===== src/verilog/sfh_defs.vh =====
// Shared constants for the serial flash host controller.
`ifndef SFH_DEFS_VH
`define SFH_DEFS_VH

// ==========================================================================
// Timing
// ==========================================================================
`define SFH_CLK_NS        50
`define SFH_SCLK_HALF_NS  200
`define SFH_HALF_CYC      (`SFH_SCLK_HALF_NS / `SFH_CLK_NS)

// ==========================================================================
// APB register offsets (byte addresses)
// ==========================================================================
`define SFH_OFF_CTRL      12'h000
`define SFH_OFF_ADDR      12'h004
`define SFH_OFF_FMT       12'h008
`define SFH_OFF_DATA      12'h00c
`define SFH_OFF_STAT      12'h010

// ==========================================================================
// Field positions
// ==========================================================================
`define SFH_CTRL_GO       8
`define SFH_FMT_AMODE     1:0
`define SFH_FMT_MODE_EN   2
`define SFH_FMT_DUMMY     6:3
`define SFH_FMT_DLANES    8:7
`define SFH_FMT_WRITE     9
`define SFH_FMT_COUNT     12:10
`define SFH_FMT_PRE_EN    13
`define SFH_FMT_PRE_VOL   14
`define SFH_FMT_BITS      15
`define SFH_STAT_BUSY     0
`define SFH_STAT_DONE     1
`define SFH_STAT_SR0      2

// ==========================================================================
// Reset values and opcodes
// ==========================================================================
`define SFH_RST_OPCODE    8'h05
`define SFH_RST_WORD      32'h0000_0000
`define SFH_RST_FMT       15'h0000
`define SFH_MAX_COUNT     3'h4
`define SFH_OP_WREN       8'h06
`define SFH_OP_VWREN      8'h50
`define SFH_OP_SEC_ERASE  8'h44
`define SFH_OP_SEC_PROG   8'h42
`define SFH_OP_SEC_READ   8'h48
`define SFH_SEC_REG0      8'h00

// ==========================================================================
// Frame geometry
// ==========================================================================
`define SFH_OPC_CLKS      6'h08
`define SFH_ADR_BITS      6'h18
`define SFH_ADRM_BITS     6'h20
`define SFH_LANES_1       2'h0
`define SFH_LANES_2       2'h1
`define SFH_LANES_4       2'h2

`endif


===== src/verilog/sfh_ctrl.v =====
// Serial flash host controller: APB registers in, flash frames out.
// Behaviour
// - Single reads: 24-bit address, fast read dummy byte
// - Dual output read: address, dummy, two-lane data
// - Dual address: address and mode two per clock
// - Quad address: address and mode four per clock
// - Quad address read: four dummy clocks, quad data
// - Quad word read: two dummy clocks only
// - Wrap setup: wrap bits on lanes of clock seven
// - Power-down release: three dummies, repeating part code
// - Maker/part code reads in single, dual, quad
// - Security registers: middle byte picks the register
// - Prefer security registers one to three first
// - Write enable precedes every program or erase
// - Volatile enable directly before status write
// - Opcode first byte, MSB first, rising edge
`include "sfh_defs.vh"

module sfh_ctrl (
  input  wire        pclk,           // System clock, 20 MHz.
  input  wire        presetn,        // Asynchronous reset, active low.
  input  wire        psel,           // APB select.
  input  wire        penable,        // APB enable.
  input  wire        pwrite,         // APB direction, high for write.
  input  wire [11:0] paddr,          // APB byte address.
  input  wire [31:0] pwdata,         // APB write data.
  output reg  [31:0] prdata,         // APB read data.
  output wire        pready,         // APB ready, always high.
  output wire        pslverr,        // APB error on unmapped offsets.
  output reg         flash_sclk,     // Serial clock to the flash.
  output reg         flash_cs_n,     // Chip select, active low.
  output reg  [3:0]  flash_lane_out, // Lane drive, bit 0 is lane_zero.
  output reg  [3:0]  flash_lane_oe,  // Lane output enables, high drives.
  input  wire [3:0]  flash_lane_in   // Lane levels, bit 1 is lane_one.
);

  // ==========================================================================
  // Constants
  // ==========================================================================
  localparam integer HALF_LAST = `SFH_HALF_CYC - 1;
  localparam [2:0] ST_IDLE  = 3'h0;  // Select high, waiting for go.
  localparam [2:0] ST_SHIFT = 3'h1;  // Clocking a frame.
  localparam [2:0] ST_HOLD  = 3'h2;  // Last clock done, select still low.
  localparam [2:0] ST_GAP   = 3'h3;  // Select high between frames.
  localparam [1:0] PH_OPC   = 2'h0;  // Opcode byte.
  localparam [1:0] PH_ADR   = 2'h1;  // Address and mode bits.
  localparam [1:0] PH_DUM   = 2'h2;  // Don't-care clocks.
  localparam [1:0] PH_DAT   = 2'h3;  // Data bytes.

  // ==========================================================================
  // Declarations
  // ==========================================================================
  reg  [7:0]  opcode_reg;      // Opcode of the main frame.
  reg  [31:0] addr_reg;        // Address in 23:0, mode bits in 31:24.
  reg  [14:0] fmt_reg;         // Frame format fields.
  reg  [31:0] wdata_reg;       // Bytes to send in a write data phase.
  reg  [31:0] rdata_reg;       // Bytes taken in the last read data phase.
  reg         done_reg;        // Sticky: a command finished.
  reg         sr0_reg;         // Sticky: security register 0 was addressed.
  reg  [2:0]  st_reg;          // Engine state.
  reg  [1:0]  ph_reg;          // Frame phase.
  reg  [5:0]  clk_left_reg;    // Serial clocks left in this phase.
  reg  [1:0]  w_reg;           // Lane width code of this phase.
  reg  [31:0] tx_sh_reg;       // Outgoing bits, next bits at the top.
  reg  [31:0] rx_sh_reg;       // Incoming bits, last bits at the bottom.
  reg         pre_pend_reg;    // The current frame is the enable preamble.
  reg  [2:0]  div_reg;         // Half-period divider.
  wire [3:0]  lane_s;          // Synchronised lane inputs.
  wire        busy;            // A command is in progress.
  wire        wr_acc;          // APB write access phase.
  wire        go;              // Start request accepted.
  wire        tick;            // One-cycle enable, once per half period.
  wire        rd_dat;          // In a read data phase.
  wire        done_set;        // Last frame ended.
  wire        sr0_set;         // Start of a security command to register 0.
  wire [7:0]  pre_op;          // Preamble opcode.
  wire [7:0]  first_op;        // First opcode sent after go.
  wire [5:0]  dat_bits;        // Data phase length in bits.
  reg  [1:0]  nx_ph;           // Next phase after the current one.
  reg         nx_end;          // The frame ends after the current phase.
  reg  [5:0]  ld_clk;          // Clock count to load for nx_ph.
  reg  [1:0]  ld_w;            // Lane width to load for nx_ph.
  reg  [31:0] ld_tx;           // Shift value to load for nx_ph.
  reg  [3:0]  ld_oe;           // Output enables to load for nx_ph.
  reg  [31:0] tx_nx;           // Shift register after one clock.
  reg  [31:0] rx_nx;           // Receive register after one clock.

  // ==========================================================================
  // Helpers
  // ==========================================================================
  // Top bits of the shift register onto the lanes; highest pair or nibble
  // goes first, so odd positions land on lane one and bit n on lane n.
  function [3:0] out_bits;
    input [31:0] sh;
    input [1:0]  w;
    begin
      if (w == `SFH_LANES_1)
        out_bits = {3'h0, sh[31]};
      else if (w == `SFH_LANES_2)
        out_bits = {2'h0, sh[31:30]};
      else
        out_bits = sh[31:28];
    end
  endfunction

  // Lanes the host drives for a given width.
  function [3:0] lane_mask;
    input [1:0] w;
    begin
      if (w == `SFH_LANES_1)
        lane_mask = 4'h1;
      else if (w == `SFH_LANES_2)
        lane_mask = 4'h3;
      else
        lane_mask = 4'hf;
    end
  endfunction

  // ==========================================================================
  // Input synchroniser
  // ==========================================================================
  sfh_sync #(.W(4)) u_sync (
    .pclk    (pclk),
    .presetn (presetn),
    .d_in    (flash_lane_in),
    .q_out   (lane_s)
  );

  // ==========================================================================
  // APB slave
  // ==========================================================================
  assign pready   = 1'b1;
  assign busy     = (st_reg != ST_IDLE);
  assign wr_acc   = psel & penable & pwrite;
  assign go       = wr_acc & (paddr == `SFH_OFF_CTRL) & pwdata[`SFH_CTRL_GO] & ~busy;
  assign pslverr  = psel & penable & (paddr != `SFH_OFF_CTRL) & (paddr != `SFH_OFF_ADDR) &
                    (paddr != `SFH_OFF_FMT) & (paddr != `SFH_OFF_DATA) &
                    (paddr != `SFH_OFF_STAT);
  // Register 0 is held back by the maker; software is warned when it is hit.
  assign sr0_set  = go & (addr_reg[15:8] == `SFH_SEC_REG0) &
                    ((pwdata[7:0] == `SFH_OP_SEC_ERASE) | (pwdata[7:0] == `SFH_OP_SEC_PROG) |
                     (pwdata[7:0] == `SFH_OP_SEC_READ));

  // Register writes; setup registers are frozen while busy so the frame
  // being clocked cannot change under the engine. Sticky flags clear by
  // writing one, and a set in the same cycle wins.
  always @(posedge pclk or negedge presetn)
  begin
    if (!presetn)
    begin
      opcode_reg <= `SFH_RST_OPCODE;
      addr_reg   <= `SFH_RST_WORD;
      fmt_reg    <= `SFH_RST_FMT;
      wdata_reg  <= `SFH_RST_WORD;
      done_reg   <= 1'b0;
      sr0_reg    <= 1'b0;
    end
    else
    begin
      if (wr_acc && !busy)
      begin
        if (paddr == `SFH_OFF_CTRL)
          opcode_reg <= pwdata[7:0];
        else if (paddr == `SFH_OFF_ADDR)
          addr_reg <= pwdata;
        else if (paddr == `SFH_OFF_FMT)
        begin
          fmt_reg <= pwdata[14:0];
          // Counts above four bytes are clipped to the data register size.
          if (pwdata[`SFH_FMT_COUNT] > `SFH_MAX_COUNT)
            fmt_reg[`SFH_FMT_COUNT] <= `SFH_MAX_COUNT;
        end
        else if (paddr == `SFH_OFF_DATA)
          wdata_reg <= pwdata;
      end
      done_reg <= done_set | (done_reg & ~(wr_acc && paddr == `SFH_OFF_STAT &&
                                           pwdata[`SFH_STAT_DONE]));
      sr0_reg  <= sr0_set | (sr0_reg & ~(wr_acc && paddr == `SFH_OFF_STAT &&
                                         pwdata[`SFH_STAT_SR0]));
    end
  end

  // Read data is captured in the setup cycle so it comes from a flip-flop
  // by the access cycle, keeping the slave at zero wait states.
  always @(posedge pclk or negedge presetn)
  begin
    if (!presetn)
      prdata <= `SFH_RST_WORD;
    else if (psel && !penable && !pwrite)
    begin
      if (paddr == `SFH_OFF_CTRL)
        prdata <= {24'h0, opcode_reg};
      else if (paddr == `SFH_OFF_ADDR)
        prdata <= addr_reg;
      else if (paddr == `SFH_OFF_FMT)
        prdata <= {17'h0, fmt_reg};
      else if (paddr == `SFH_OFF_DATA)
        prdata <= rdata_reg;
      else if (paddr == `SFH_OFF_STAT)
        prdata <= {29'h0, sr0_reg, done_reg, busy};
      else
        prdata <= `SFH_RST_WORD;
    end
  end

  // ==========================================================================
  // Phase planning
  // ==========================================================================
  // Either write enable precedes the main frame in a frame of its own;
  // select rises between them so the device sees two complete instructions.
  assign pre_op   = fmt_reg[`SFH_FMT_PRE_VOL] ? `SFH_OP_VWREN : `SFH_OP_WREN;
  // The start write carries the opcode; opcode_reg only catches it at that edge.
  assign first_op = fmt_reg[`SFH_FMT_PRE_EN] ? pre_op : pwdata[7:0];
  assign dat_bits = {fmt_reg[`SFH_FMT_COUNT], 3'h0};
  assign rd_dat   = (ph_reg == PH_DAT) & ~fmt_reg[`SFH_FMT_WRITE];
  assign tick     = (div_reg == HALF_LAST[2:0]);
  assign done_set = (st_reg == ST_GAP) & tick & ~pre_pend_reg;

  // Chooses the next non-empty phase and what to load for it. Dummy and
  // read data phases leave every lane released for the device.
  always @*
  begin
    nx_ph  = PH_DAT;
    nx_end = 1'b0;
    if (ph_reg == PH_OPC && pre_pend_reg)
      nx_end = 1'b1;
    else if (ph_reg == PH_OPC && fmt_reg[`SFH_FMT_AMODE] != 2'h0)
      nx_ph = PH_ADR;
    else if (ph_reg != PH_DUM && ph_reg != PH_DAT && fmt_reg[`SFH_FMT_DUMMY] != 4'h0)
      nx_ph = PH_DUM;
    else if (ph_reg != PH_DAT && fmt_reg[`SFH_FMT_COUNT] != 3'h0)
      nx_ph = PH_DAT;
    else
      nx_end = 1'b1;
    ld_w   = `SFH_LANES_1;
    ld_clk = {2'h0, fmt_reg[`SFH_FMT_DUMMY]};
    ld_tx  = `SFH_RST_WORD;
    ld_oe  = 4'h0;
    if (nx_ph == PH_ADR)
    begin
      ld_w   = fmt_reg[`SFH_FMT_AMODE] - 2'h1;
      ld_clk = (fmt_reg[`SFH_FMT_MODE_EN] ? `SFH_ADRM_BITS : `SFH_ADR_BITS) >> ld_w;
      ld_tx  = {addr_reg[23:0], fmt_reg[`SFH_FMT_MODE_EN] ? addr_reg[31:24] : 8'h00};
      ld_oe  = lane_mask(ld_w);
    end
    else if (nx_ph == PH_DAT)
    begin
      ld_w   = (fmt_reg[`SFH_FMT_DLANES] > `SFH_LANES_4) ? `SFH_LANES_4 :
               fmt_reg[`SFH_FMT_DLANES];
      ld_clk = dat_bits >> ld_w;
      ld_tx  = wdata_reg << (6'h20 - dat_bits);
      ld_oe  = fmt_reg[`SFH_FMT_WRITE] ? lane_mask(ld_w) : 4'h0;
    end
  end

  // Shift both registers by one clock's worth of lanes. Single-lane reads
  // take lane one; dual reads pair lane one above lane zero.
  always @*
  begin
    if (w_reg == `SFH_LANES_1)
    begin
      tx_nx = {tx_sh_reg[30:0], 1'b0};
      rx_nx = {rx_sh_reg[30:0], lane_s[1]};
    end
    else if (w_reg == `SFH_LANES_2)
    begin
      tx_nx = {tx_sh_reg[29:0], 2'h0};
      rx_nx = {rx_sh_reg[29:0], lane_s[1:0]};
    end
    else
    begin
      tx_nx = {tx_sh_reg[27:0], 4'h0};
      rx_nx = {rx_sh_reg[27:0], lane_s};
    end
  end

  // ==========================================================================
  // Frame engine
  // ==========================================================================
  // Mode 0 framing: the host changes lanes while the clock is low and the
  // device samples on the rise; read data is taken at the host's rise,
  // two full system cycles after the synchroniser has settled.
  always @(posedge pclk or negedge presetn)
  begin
    if (!presetn)
    begin
      st_reg         <= ST_IDLE;
      ph_reg         <= PH_OPC;
      clk_left_reg   <= 6'h00;
      w_reg          <= `SFH_LANES_1;
      tx_sh_reg      <= `SFH_RST_WORD;
      rx_sh_reg      <= `SFH_RST_WORD;
      rdata_reg      <= `SFH_RST_WORD;
      pre_pend_reg   <= 1'b0;
      div_reg        <= 3'h0;
      flash_sclk     <= 1'b0;
      flash_cs_n     <= 1'b1;
      flash_lane_out <= 4'h0;
      flash_lane_oe  <= 4'h0;
    end
    else
    begin
      div_reg <= (tick || st_reg == ST_IDLE) ? 3'h0 : div_reg + 3'h1;
      case (st_reg)
        ST_IDLE:
        begin
          if (go)
          begin
            pre_pend_reg   <= fmt_reg[`SFH_FMT_PRE_EN];
            flash_cs_n     <= 1'b0;
            ph_reg         <= PH_OPC;
            w_reg          <= `SFH_LANES_1;
            clk_left_reg   <= `SFH_OPC_CLKS;
            tx_sh_reg      <= {first_op, 24'h0};
            rx_sh_reg      <= `SFH_RST_WORD;
            flash_lane_out <= {3'h0, first_op[7]};
            flash_lane_oe  <= lane_mask(`SFH_LANES_1);
            st_reg         <= ST_SHIFT;
          end
        end
        ST_SHIFT:
        begin
          if (tick && !flash_sclk)
          begin
            flash_sclk   <= 1'b1;
            clk_left_reg <= clk_left_reg - 6'h01;
            if (rd_dat)
              rx_sh_reg <= rx_nx;
          end
          else if (tick)
          begin
            flash_sclk <= 1'b0;
            if (clk_left_reg != 6'h00)
            begin
              tx_sh_reg      <= tx_nx;
              flash_lane_out <= out_bits(tx_nx, w_reg);
            end
            else if (nx_end)
            begin
              flash_lane_oe <= 4'h0;
              st_reg        <= ST_HOLD;
            end
            else
            begin
              ph_reg         <= nx_ph;
              w_reg          <= ld_w;
              clk_left_reg   <= ld_clk;
              tx_sh_reg      <= ld_tx;
              flash_lane_out <= out_bits(ld_tx, ld_w);
              flash_lane_oe  <= ld_oe;
            end
          end
        end
        ST_HOLD:
        begin
          // Every phase but the dummy one is a whole number of bytes, so select rises
          // on a byte boundary unless the frame ends in dummy clocks, and a write is never dropped for that.
          if (tick)
          begin
            flash_cs_n <= 1'b1;
            if (rd_dat)
              rdata_reg <= rx_sh_reg;
            st_reg <= ST_GAP;
          end
        end
        ST_GAP:
        begin
          if (tick && pre_pend_reg)
          begin
            pre_pend_reg   <= 1'b0;
            flash_cs_n     <= 1'b0;
            ph_reg         <= PH_OPC;
            w_reg          <= `SFH_LANES_1;
            clk_left_reg   <= `SFH_OPC_CLKS;
            tx_sh_reg      <= {opcode_reg, 24'h0};
            flash_lane_out <= {3'h0, opcode_reg[7]};
            flash_lane_oe  <= lane_mask(`SFH_LANES_1);
            st_reg         <= ST_SHIFT;
          end
          else if (tick)
            st_reg <= ST_IDLE;
        end
        default:
          st_reg <= ST_IDLE;
      endcase
    end
  end

endmodule


===== src/verilog/sfh_sync.v =====
// Two flip-flop synchroniser for a group of pin inputs.
module sfh_sync #(
  parameter W = 4
) (
  input  wire         pclk,     // System clock.
  input  wire         presetn,  // Asynchronous reset, active low.
  input  wire [W-1:0] d_in,     // Asynchronous inputs.
  output wire [W-1:0] q_out     // Synchronised outputs.
);

  reg [W-1:0] meta_reg;  // First stage, read only by the second stage.
  reg [W-1:0] sync_reg;  // Second stage, safe for logic.

  // ==========================================================================
  // Synchroniser chain
  // ==========================================================================
  // Both stages clear to zero so the outputs are defined from reset onward.
  always @(posedge pclk or negedge presetn)
  begin
    if (!presetn)
    begin
      meta_reg <= {W{1'b0}};
      sync_reg <= {W{1'b0}};
    end
    else
    begin
      meta_reg <= d_in;
      sync_reg <= meta_reg;
    end
  end

  assign q_out = sync_reg;

endmodule


===== config.mk =====
export PLATFORM = sky130hd
export DESIGN_NAME = sfh_ctrl
export DESIGN_NICKNAME = d
export VERILOG_FILES = /design/src/verilog/sfh_ctrl.v /design/src/verilog/sfh_sync.v
export VERILOG_INCLUDE_DIRS = /design/src /design/src/verilog
export SDC_FILE = /design/constraint.sdc
export NUM_CORES = 1
export LEC_CHECK = 0
export BUFFER_PORTS_ARGS = -buffer_cell sky130_fd_sc_hd__clkbuf_2
export CORE_MARGIN = 2
export CORE_UTILIZATION = 61
export DETAILED_ROUTE_END_ITERATION = 12
export GPL_TIMING_DRIVEN = 0
export PLACE_DENSITY = 0.87
export SETUP_SLACK_MARGIN = 0.3
export SYNTH_ARGS = -nofsm -noshare
export SYNTH_HDL_FRONTEND = slang
export SYNTH_SLANG_ARGS = --single-unit

===== constraint.sdc =====
create_clock -name pclk -period 4 [get_ports pclk]
set_input_delay 0.4 -clock pclk [delete_from_list [all_inputs] [get_ports pclk]]
set_output_delay 0.4 -clock pclk [all_outputs]
set_load 0.02 [all_outputs]

[Word-level counts from Yosys, hierarchy flattened]
Cells that the tools add are included.
Widths: inputs -> output; s select.
Storage, ports and cells
  input port bits: 53
  register bits: 251
  output and inout port bits: 44
  word-level logic and storage cells: 251
Operators by class
  reduce and logical (&&, ||, !) cells: 51
  muxes and demuxes: 101
  bitwise gates (word level): 29
  shift-type cells: 3
  equality and inequality tests: 39
  add/subtract/negate cells: 4
  magnitude comparators: 2
Operators by type and width (number)
  $mux 32: 13
  $mux 31: 6
  $pmux 31 s3: 1
  $mux 4: 23
  $pmux 32 s2: 1
  $mux 6: 9
  $mux 3: 11
  $shl 32x6->32: 1
  $mux 2: 15
  $eq 12x4->1 const B: 2
  $eq 8x7->1 const B: 3
  $ne 12x4->1 const B: 2
  $pmux 4 s3: 2
  $ne 2x2->1 const B: 11
  $pmux 6 s3: 1
  $reduce_and 6->1: 3
  $and 1x1->1: 17
  $mux 8: 2
  $reduce_and 7->1: 2
  $logic_and 1x1->1: 13
  $eq 12x3->1 const B: 1
  $eq 12x5->1 const B: 1
  $logic_not 12->1: 1
  $ne 12x3->1 const B: 1
  other kinds (37): 87

[Logic depth before layout (Yosys ltp)]
  word-level depth: 17
  mapped depth: 14
  mapped depth without buffers: 9

[Hierarchy]
A second synthesis with hierarchy kept.
Second synthesis, totals
  cells, all modules: 1283
  area, all modules: 13105.1 µm²
Modules (own cells, without submodules)
  sfh_ctrl: area an instance 12904.9 µm², instances 1, seq. area each 6034.5 µm², cells each 1275
  sfh_sync: area an instance 200.2 µm², instances 1, seq. area each 200.2 µm², cells each 8

[Worst setup path after synthesis]
No wires, ideal clock.
  path type: reg-to-reg
  start: register fmt_reg[10]
  end: register tx_sh_reg[30]
  clock period less this slack: 2.897 ns
  slack: 1.103 ns
  arrival: 2.771 ns
  path buffers: 4
  cell stages (with the launch flop): 14
  path through: dfrtp_1 buf_4 buf_4 buf_2 inv_1 ha_1 ha_1 nand2b_1 clkbuf_1 o22ai_1 a311oi_1 a211oi_1 a211oi_1 o21ai_0
Between the ends
  longest elaborated chain between the ends: 9
  elaborated cells between the ends (all ways): 17
Ends and longest elaborated chain
  start: declaration: RTL line sfh_ctrl.v:55  | reg [14:0] fmt_reg;
  start signal: assignment: RTL line sfh_ctrl.v:153  | fmt_reg <= `SFH_RST_FMT;
  start signal: assignment: RTL line sfh_ctrl.v:168  | fmt_reg <= pwdata[14:0];
  start signal: indexed assignment: RTL line sfh_ctrl.v:171  | fmt_reg[`SFH_FMT_COUNT] <= `SFH_MAX_COUNT;
  $sub 6x6->6: RTL line sfh_ctrl.v:251  | ld_tx = wdata_reg << (6'h20 - dat_bits);
  $shl 32x6->32: RTL line sfh_ctrl.v:251
  $mux 32: RTL line sfh_ctrl.v:246  | else if (nx_ph == PH_DAT)
  $mux 32: RTL line sfh_ctrl.v:239  | if (nx_ph == PH_ADR)
  $mux 31: RTL line sfh_ctrl.v:338  | else if (nx_end)
  $mux 31: RTL line sfh_ctrl.v:333  | if (clk_left_reg != 6'h00)
  $mux 31: RTL line sfh_ctrl.v:330  | else if (tick)
  $mux 31: RTL line sfh_ctrl.v:323  | if (tick && !flash_sclk)
  $pmux 31 s3: RTL line sfh_ctrl.v:304  | case (st_reg)
  end signal: assignment: RTL line sfh_ctrl.v:314  | tx_sh_reg <= {first_op, 24'h0};
  end signal: assignment: RTL line sfh_ctrl.v:335  | tx_sh_reg <= tx_nx;
  end signal: assignment: RTL line sfh_ctrl.v:348  | tx_sh_reg <= ld_tx;
  end: declaration: RTL line sfh_ctrl.v:64  | reg [31:0] tx_sh_reg;
Several ways; a longest one is shown, not always the timed one. The select of a mux whose other input is x is not followed.
A chain may end at the register's enable or synchronous reset.

[Worst setup path in the final report]
  start: register fmt_reg[10]
  end: register flash_lane_out[0]
Between the ends
  longest elaborated chain between the ends: 11
  elaborated cells between the ends (all ways): 19
Ends and longest elaborated chain
  $sub 6x6->6: RTL line sfh_ctrl.v:251
  $shl 32x6->32: RTL line sfh_ctrl.v:251
  $mux 32: RTL line sfh_ctrl.v:246
  $mux 32: RTL line sfh_ctrl.v:239
  $mux 4: RTL line sfh_ctrl.v:99  | else if (w == `SFH_LANES_2)
  $mux 4: RTL line sfh_ctrl.v:97  | if (w == `SFH_LANES_1)
  $mux 4: RTL line sfh_ctrl.v:338
  $mux 4: RTL line sfh_ctrl.v:333
  $mux 4: RTL line sfh_ctrl.v:330
  $mux 4: RTL line sfh_ctrl.v:323
  $pmux 4 s3: RTL line sfh_ctrl.v:304
  end signal: assignment: RTL line sfh_ctrl.v:316  | flash_lane_out <= {3'h0, first_op[7]};
  end signal: assignment: RTL line sfh_ctrl.v:336  | flash_lane_out <= out_bits(tx_nx, w_reg);
  end signal: assignment: RTL line sfh_ctrl.v:349  | flash_lane_out <= out_bits(ld_tx, ld_w);
  end: declaration: RTL line sfh_ctrl.v:32  | output reg [3:0] flash_lane_out,
Several ways; a longest one is shown, not always the timed one. The select of a mux whose other input is x is not followed.

==> PnR_summary.wiki <==
{| class="wikitable"
! Metric !! Value
|-
| Result of the run || finished, final reports clean
|-
| Share of Yosys cell area claimed by the top area cell type || 46.13%
|-
| Number of synthesis warnings || 0
|-
| Final worst hold slack || a little under 0.1 ns
|-
| Gate count of the mapped netlist || 1290
|-
| Ratio of cells with drive above 1 in the final layout || 25.21%
|-
| Root Driver || clkbuf_16
|-
| Ant diodes || 0
|-
| Global-route usage over all layers || 36.20%
|-
| Number of buffers inserted during clock tree synthesis || 26
|-
| Total number of vias || 11720
|-
| Max-slew violation total from the final report || 0
|-
| Worst Tran Pin Value || 0.9271 ns
|-
| Clock tree from TritonCTS || built
|-
| Remaining global-route overflow || 0
|-
| Iter 0 DRT Violations || 1409
|-
| Detail Route Antenna Nets || 0
|-
| Place WS || 0.2596 ns
|-
| Endpoint of the lowest-slack register-to-register path || flash_lane_out[0]
|-
| Setup repair after global routing missed its margin || false
|-
| Worst Skew || between 0.02 and 0.025 ns
|-
| Relative slew slack || 38.19%
|-
| Yosys top cell by area || dfrtp_1
|-
| Final HPWL DP || 31030 microns
|-
| TNS Setup || 0 ns
|-
| Number of flops mapped to enable cells by yosys || 0
|-
| Max Fclk || about 290 MHz
|-
| Start-to-end type of the worst setup path || flop to flop
|-
| Critical path arrival || 3.90 ns
|-
| Buffer count from post-CTS setup fixing || 0
|-
| Design Area, Final || about 15000 sq um
|-
| Area added between synthesis and finish || 14.02%
|-
| Endpoint, Worst Hold || wdata_reg[22]
|-
| Detailed-route vias per instance || 6.816
|-
| Ranking of synthesized cells by area || dfrtp_1 (46%), mux2_2 (12%), mux2i_1 (5.6%)
|-
| Share of synthesized registers carrying an async set or reset || 100.0%
|-
| Primary flip-flop cell chosen by synthesis mapping || dfrtp_1
|-
| Total cell area at the placement stage || 14230 sq um
|-
| Average routed wire per standard cell || 24.65 microns
|-
| Total detailed-routing wirelength || 42410 microns
|-
| Path depth of the worst reg2reg path || 13
|-
| Placed instance count || 1667
|-
| Type of the most critical hold path || input pin to flop
|-
| Clock slew at reported path FFs || roughly 0.060 ns
|-
| Internal reg-to-reg setup slack || roughly 0.5 ns
|-
| Start point of the worst min-delay path || pwdata[22]
|-
| CP Max Fanout || 10
|-
| Final standard cell count with taps included and fillers excluded || between 1500 and 2000
|-
| Initial antenna violation count || 0
|-
| Post-Synthesis Net Count || 1358
|-
| Horizontal extent of the die || 151.9 microns
|-
| DRC || 0
|-
| Number of clock sinks || 249
|-
| Max-cap violation count || 0
|-
| Total power of the final layout || 5.271 mW
|-
| Post-route worst setup slack || slightly above 0.5 ns
|-
| CP Launch Type || flop
|-
| Required time worst endpoint || 4.42 ns
|-
| Worst hold path stage count || 2
|-
| Top-count cell post-synth || dfrtp_1
|-
| Setup-failing EPs final || 0
|-
| Maximum vdd drop || around 0.00032 V
|-
| Worst-Skew Late Latency || 0.55 ns
|-
| Vertical die dimension || 151.9 microns
|-
| RePlAce Congestion || 0.9819
|-
| Cell area power density || roughly 350 nW/um^2
|-
| NumNets Final || 1488
|-
| Number of core rows || 54
|-
| Top-level I/O count || slightly below 100
|-
| Clock tree buffer depth || 3
|-
| Portion of the post-synthesis area used by sequential elements || 46.72%
|-
| Initial DRT Pass Iterations || 9
|-
| Type of element capturing the critical path || flop
|-
| Number of distinct library cells after synthesis || 73
|-
| Top post-synthesis cells by count || dfrtp_1 (246), nand2_1 (156), mux2_2 (147)
|-
| Startpoint of the worst-slack reg-to-reg timing path || fmt_reg[10]
|-
| Final-report hold violation count || 0
|-
| Maximum number of pins on one net before global-route repair || roughly 110
|-
| Number of buffer cells added on primary ports || 95
|-
| Post-synthesis register bit count || between 200 and 250
|-
| Total core area || between 20000 and 25000 sq um
|-
| Summed instance area of the synthesized netlist || ~13000 sq um
|-
| Pleak || 7.340 nW
|-
| Vias in the first global route || 11300
|-
| Initial cell density of the core || 61.72%
|-
| Crit share post-route || 87.15%
|-
| Final Core Density || 70.37%
|-
| Die area || 23080 sq um
|-
| Synthesized area per cell || 10.34 sq um
|-
| Global-route wire length before repair || 66020 microns
|-
| Number of H-tree levels || 1
|-
| Post-route minimum period || 3.486 ns
|}
## per-layer routing
layer,share of wire (%),track usage [%]
met1,39,50.56
met2,45,55.41
met3,10,6.275
met4,5.9,17.45
met5,0,0
## worst max-delay path by stage
stage,start,end,slack (ns),cells past startpoint
after floorplan,fmt_reg[10],tx_sh_reg[30],1.10,13
after global placement,presetn,addr_reg[22],-2.45,1
after detailed placement,fmt_reg[10],flash_lane_out[0],0.26,13
after CTS,fmt_reg[10],tx_sh_reg[30],0.45,13
after global routing,fmt_reg[10],ph_reg[0],0.33,12
final,fmt_reg[10],flash_lane_out[0],0.51,13
## placed cells by master, fill, tap and decap left out, types with 5 or more instances in the layout
cell type,instances
clkbuf_1,49
a22oi_1,21
clkbuf_2,96
o221ai_1,5
o31ai_1,50
buf_6,8
o22ai_1,7
nor3_1,13
o21ai_1,6
mux2_2,147
a22o_1,13
a31oi_1,8
dlygate4sd3_1,5
buf_4,14
a21oi_1,68
buf_2,25
clkbuf_16,26
a221oi_1,27
nand2_1,156
nor2_1,79
inv_1,27
nor2b_1,7
nand3_1,9
ha_1,15
dfrtp_1,246
a211o_1,5
buf_1,8
clkbuf_8,6
o21ai_0,101
a211oi_1,9
mux2_1,6
nand2b_1,7
mux2i_1,75
nor4_1,7
## area by class of cell
cell class                      instances  area [sq um]
Clock inverter                         10         166.4
Fill cell                            1593          6406
Buffer                                 99         518.0
Timing Repair Buffer                  102         589.3
Tap cell                              280         350.3
Inverter                               27         101.3
Sequential cell                       249          6235
Clock buffer                           38         745.7
Multi-Input combinational cell        915          6509
## where the power goes
group	switching (mW)	total [mW]	internal (mW)	leakage, nW
combinational	0.101	0.138	0.0366	3.53
sequential	0.00158	2.52	2.52	3.37
clock	1.06	2.61	1.55	0.440
## worst max-delay path, stage by stage, from the launching register on
cell       delay (ns)
dfrtp_1          0.40
buf_4            0.24
buf_4            0.26
buf_2            0.37
inv_1            0.11
ha_1             0.29
buf_2            0.20
nand2b_1         0.13
clkbuf_2         0.22
o22ai_1          0.13
a311oi_2         0.52
o21ai_0          0.18
o2111ai_1        0.21
a21oi_1          0.11
## kinds of logic (layout without fill, tap and decap cells)
kind of cell | count (synthesis) | after routing | share of synthesized area (%)
compound gates | 358 | 358 | 17.73
buf+inv | 126 | 276 | 4.632
simple gates | 311 | 311 | 10.81
xor+xnor | 2 | 2 | 0.1313
fa+ha+maj | 15 | 15 | 1.406
other cells | 1 | 1 | 0.02810
flops | 249 | 249 | 46.72
mux | 228 | 228 | 18.54
## what timing repair did
item,CTS,global route
hold endpoints to repair,59,0
resized for setup,1,3
setup endpoints to repair,2,4
hold buffers,5,0
(Power assumes the default switching activity.)
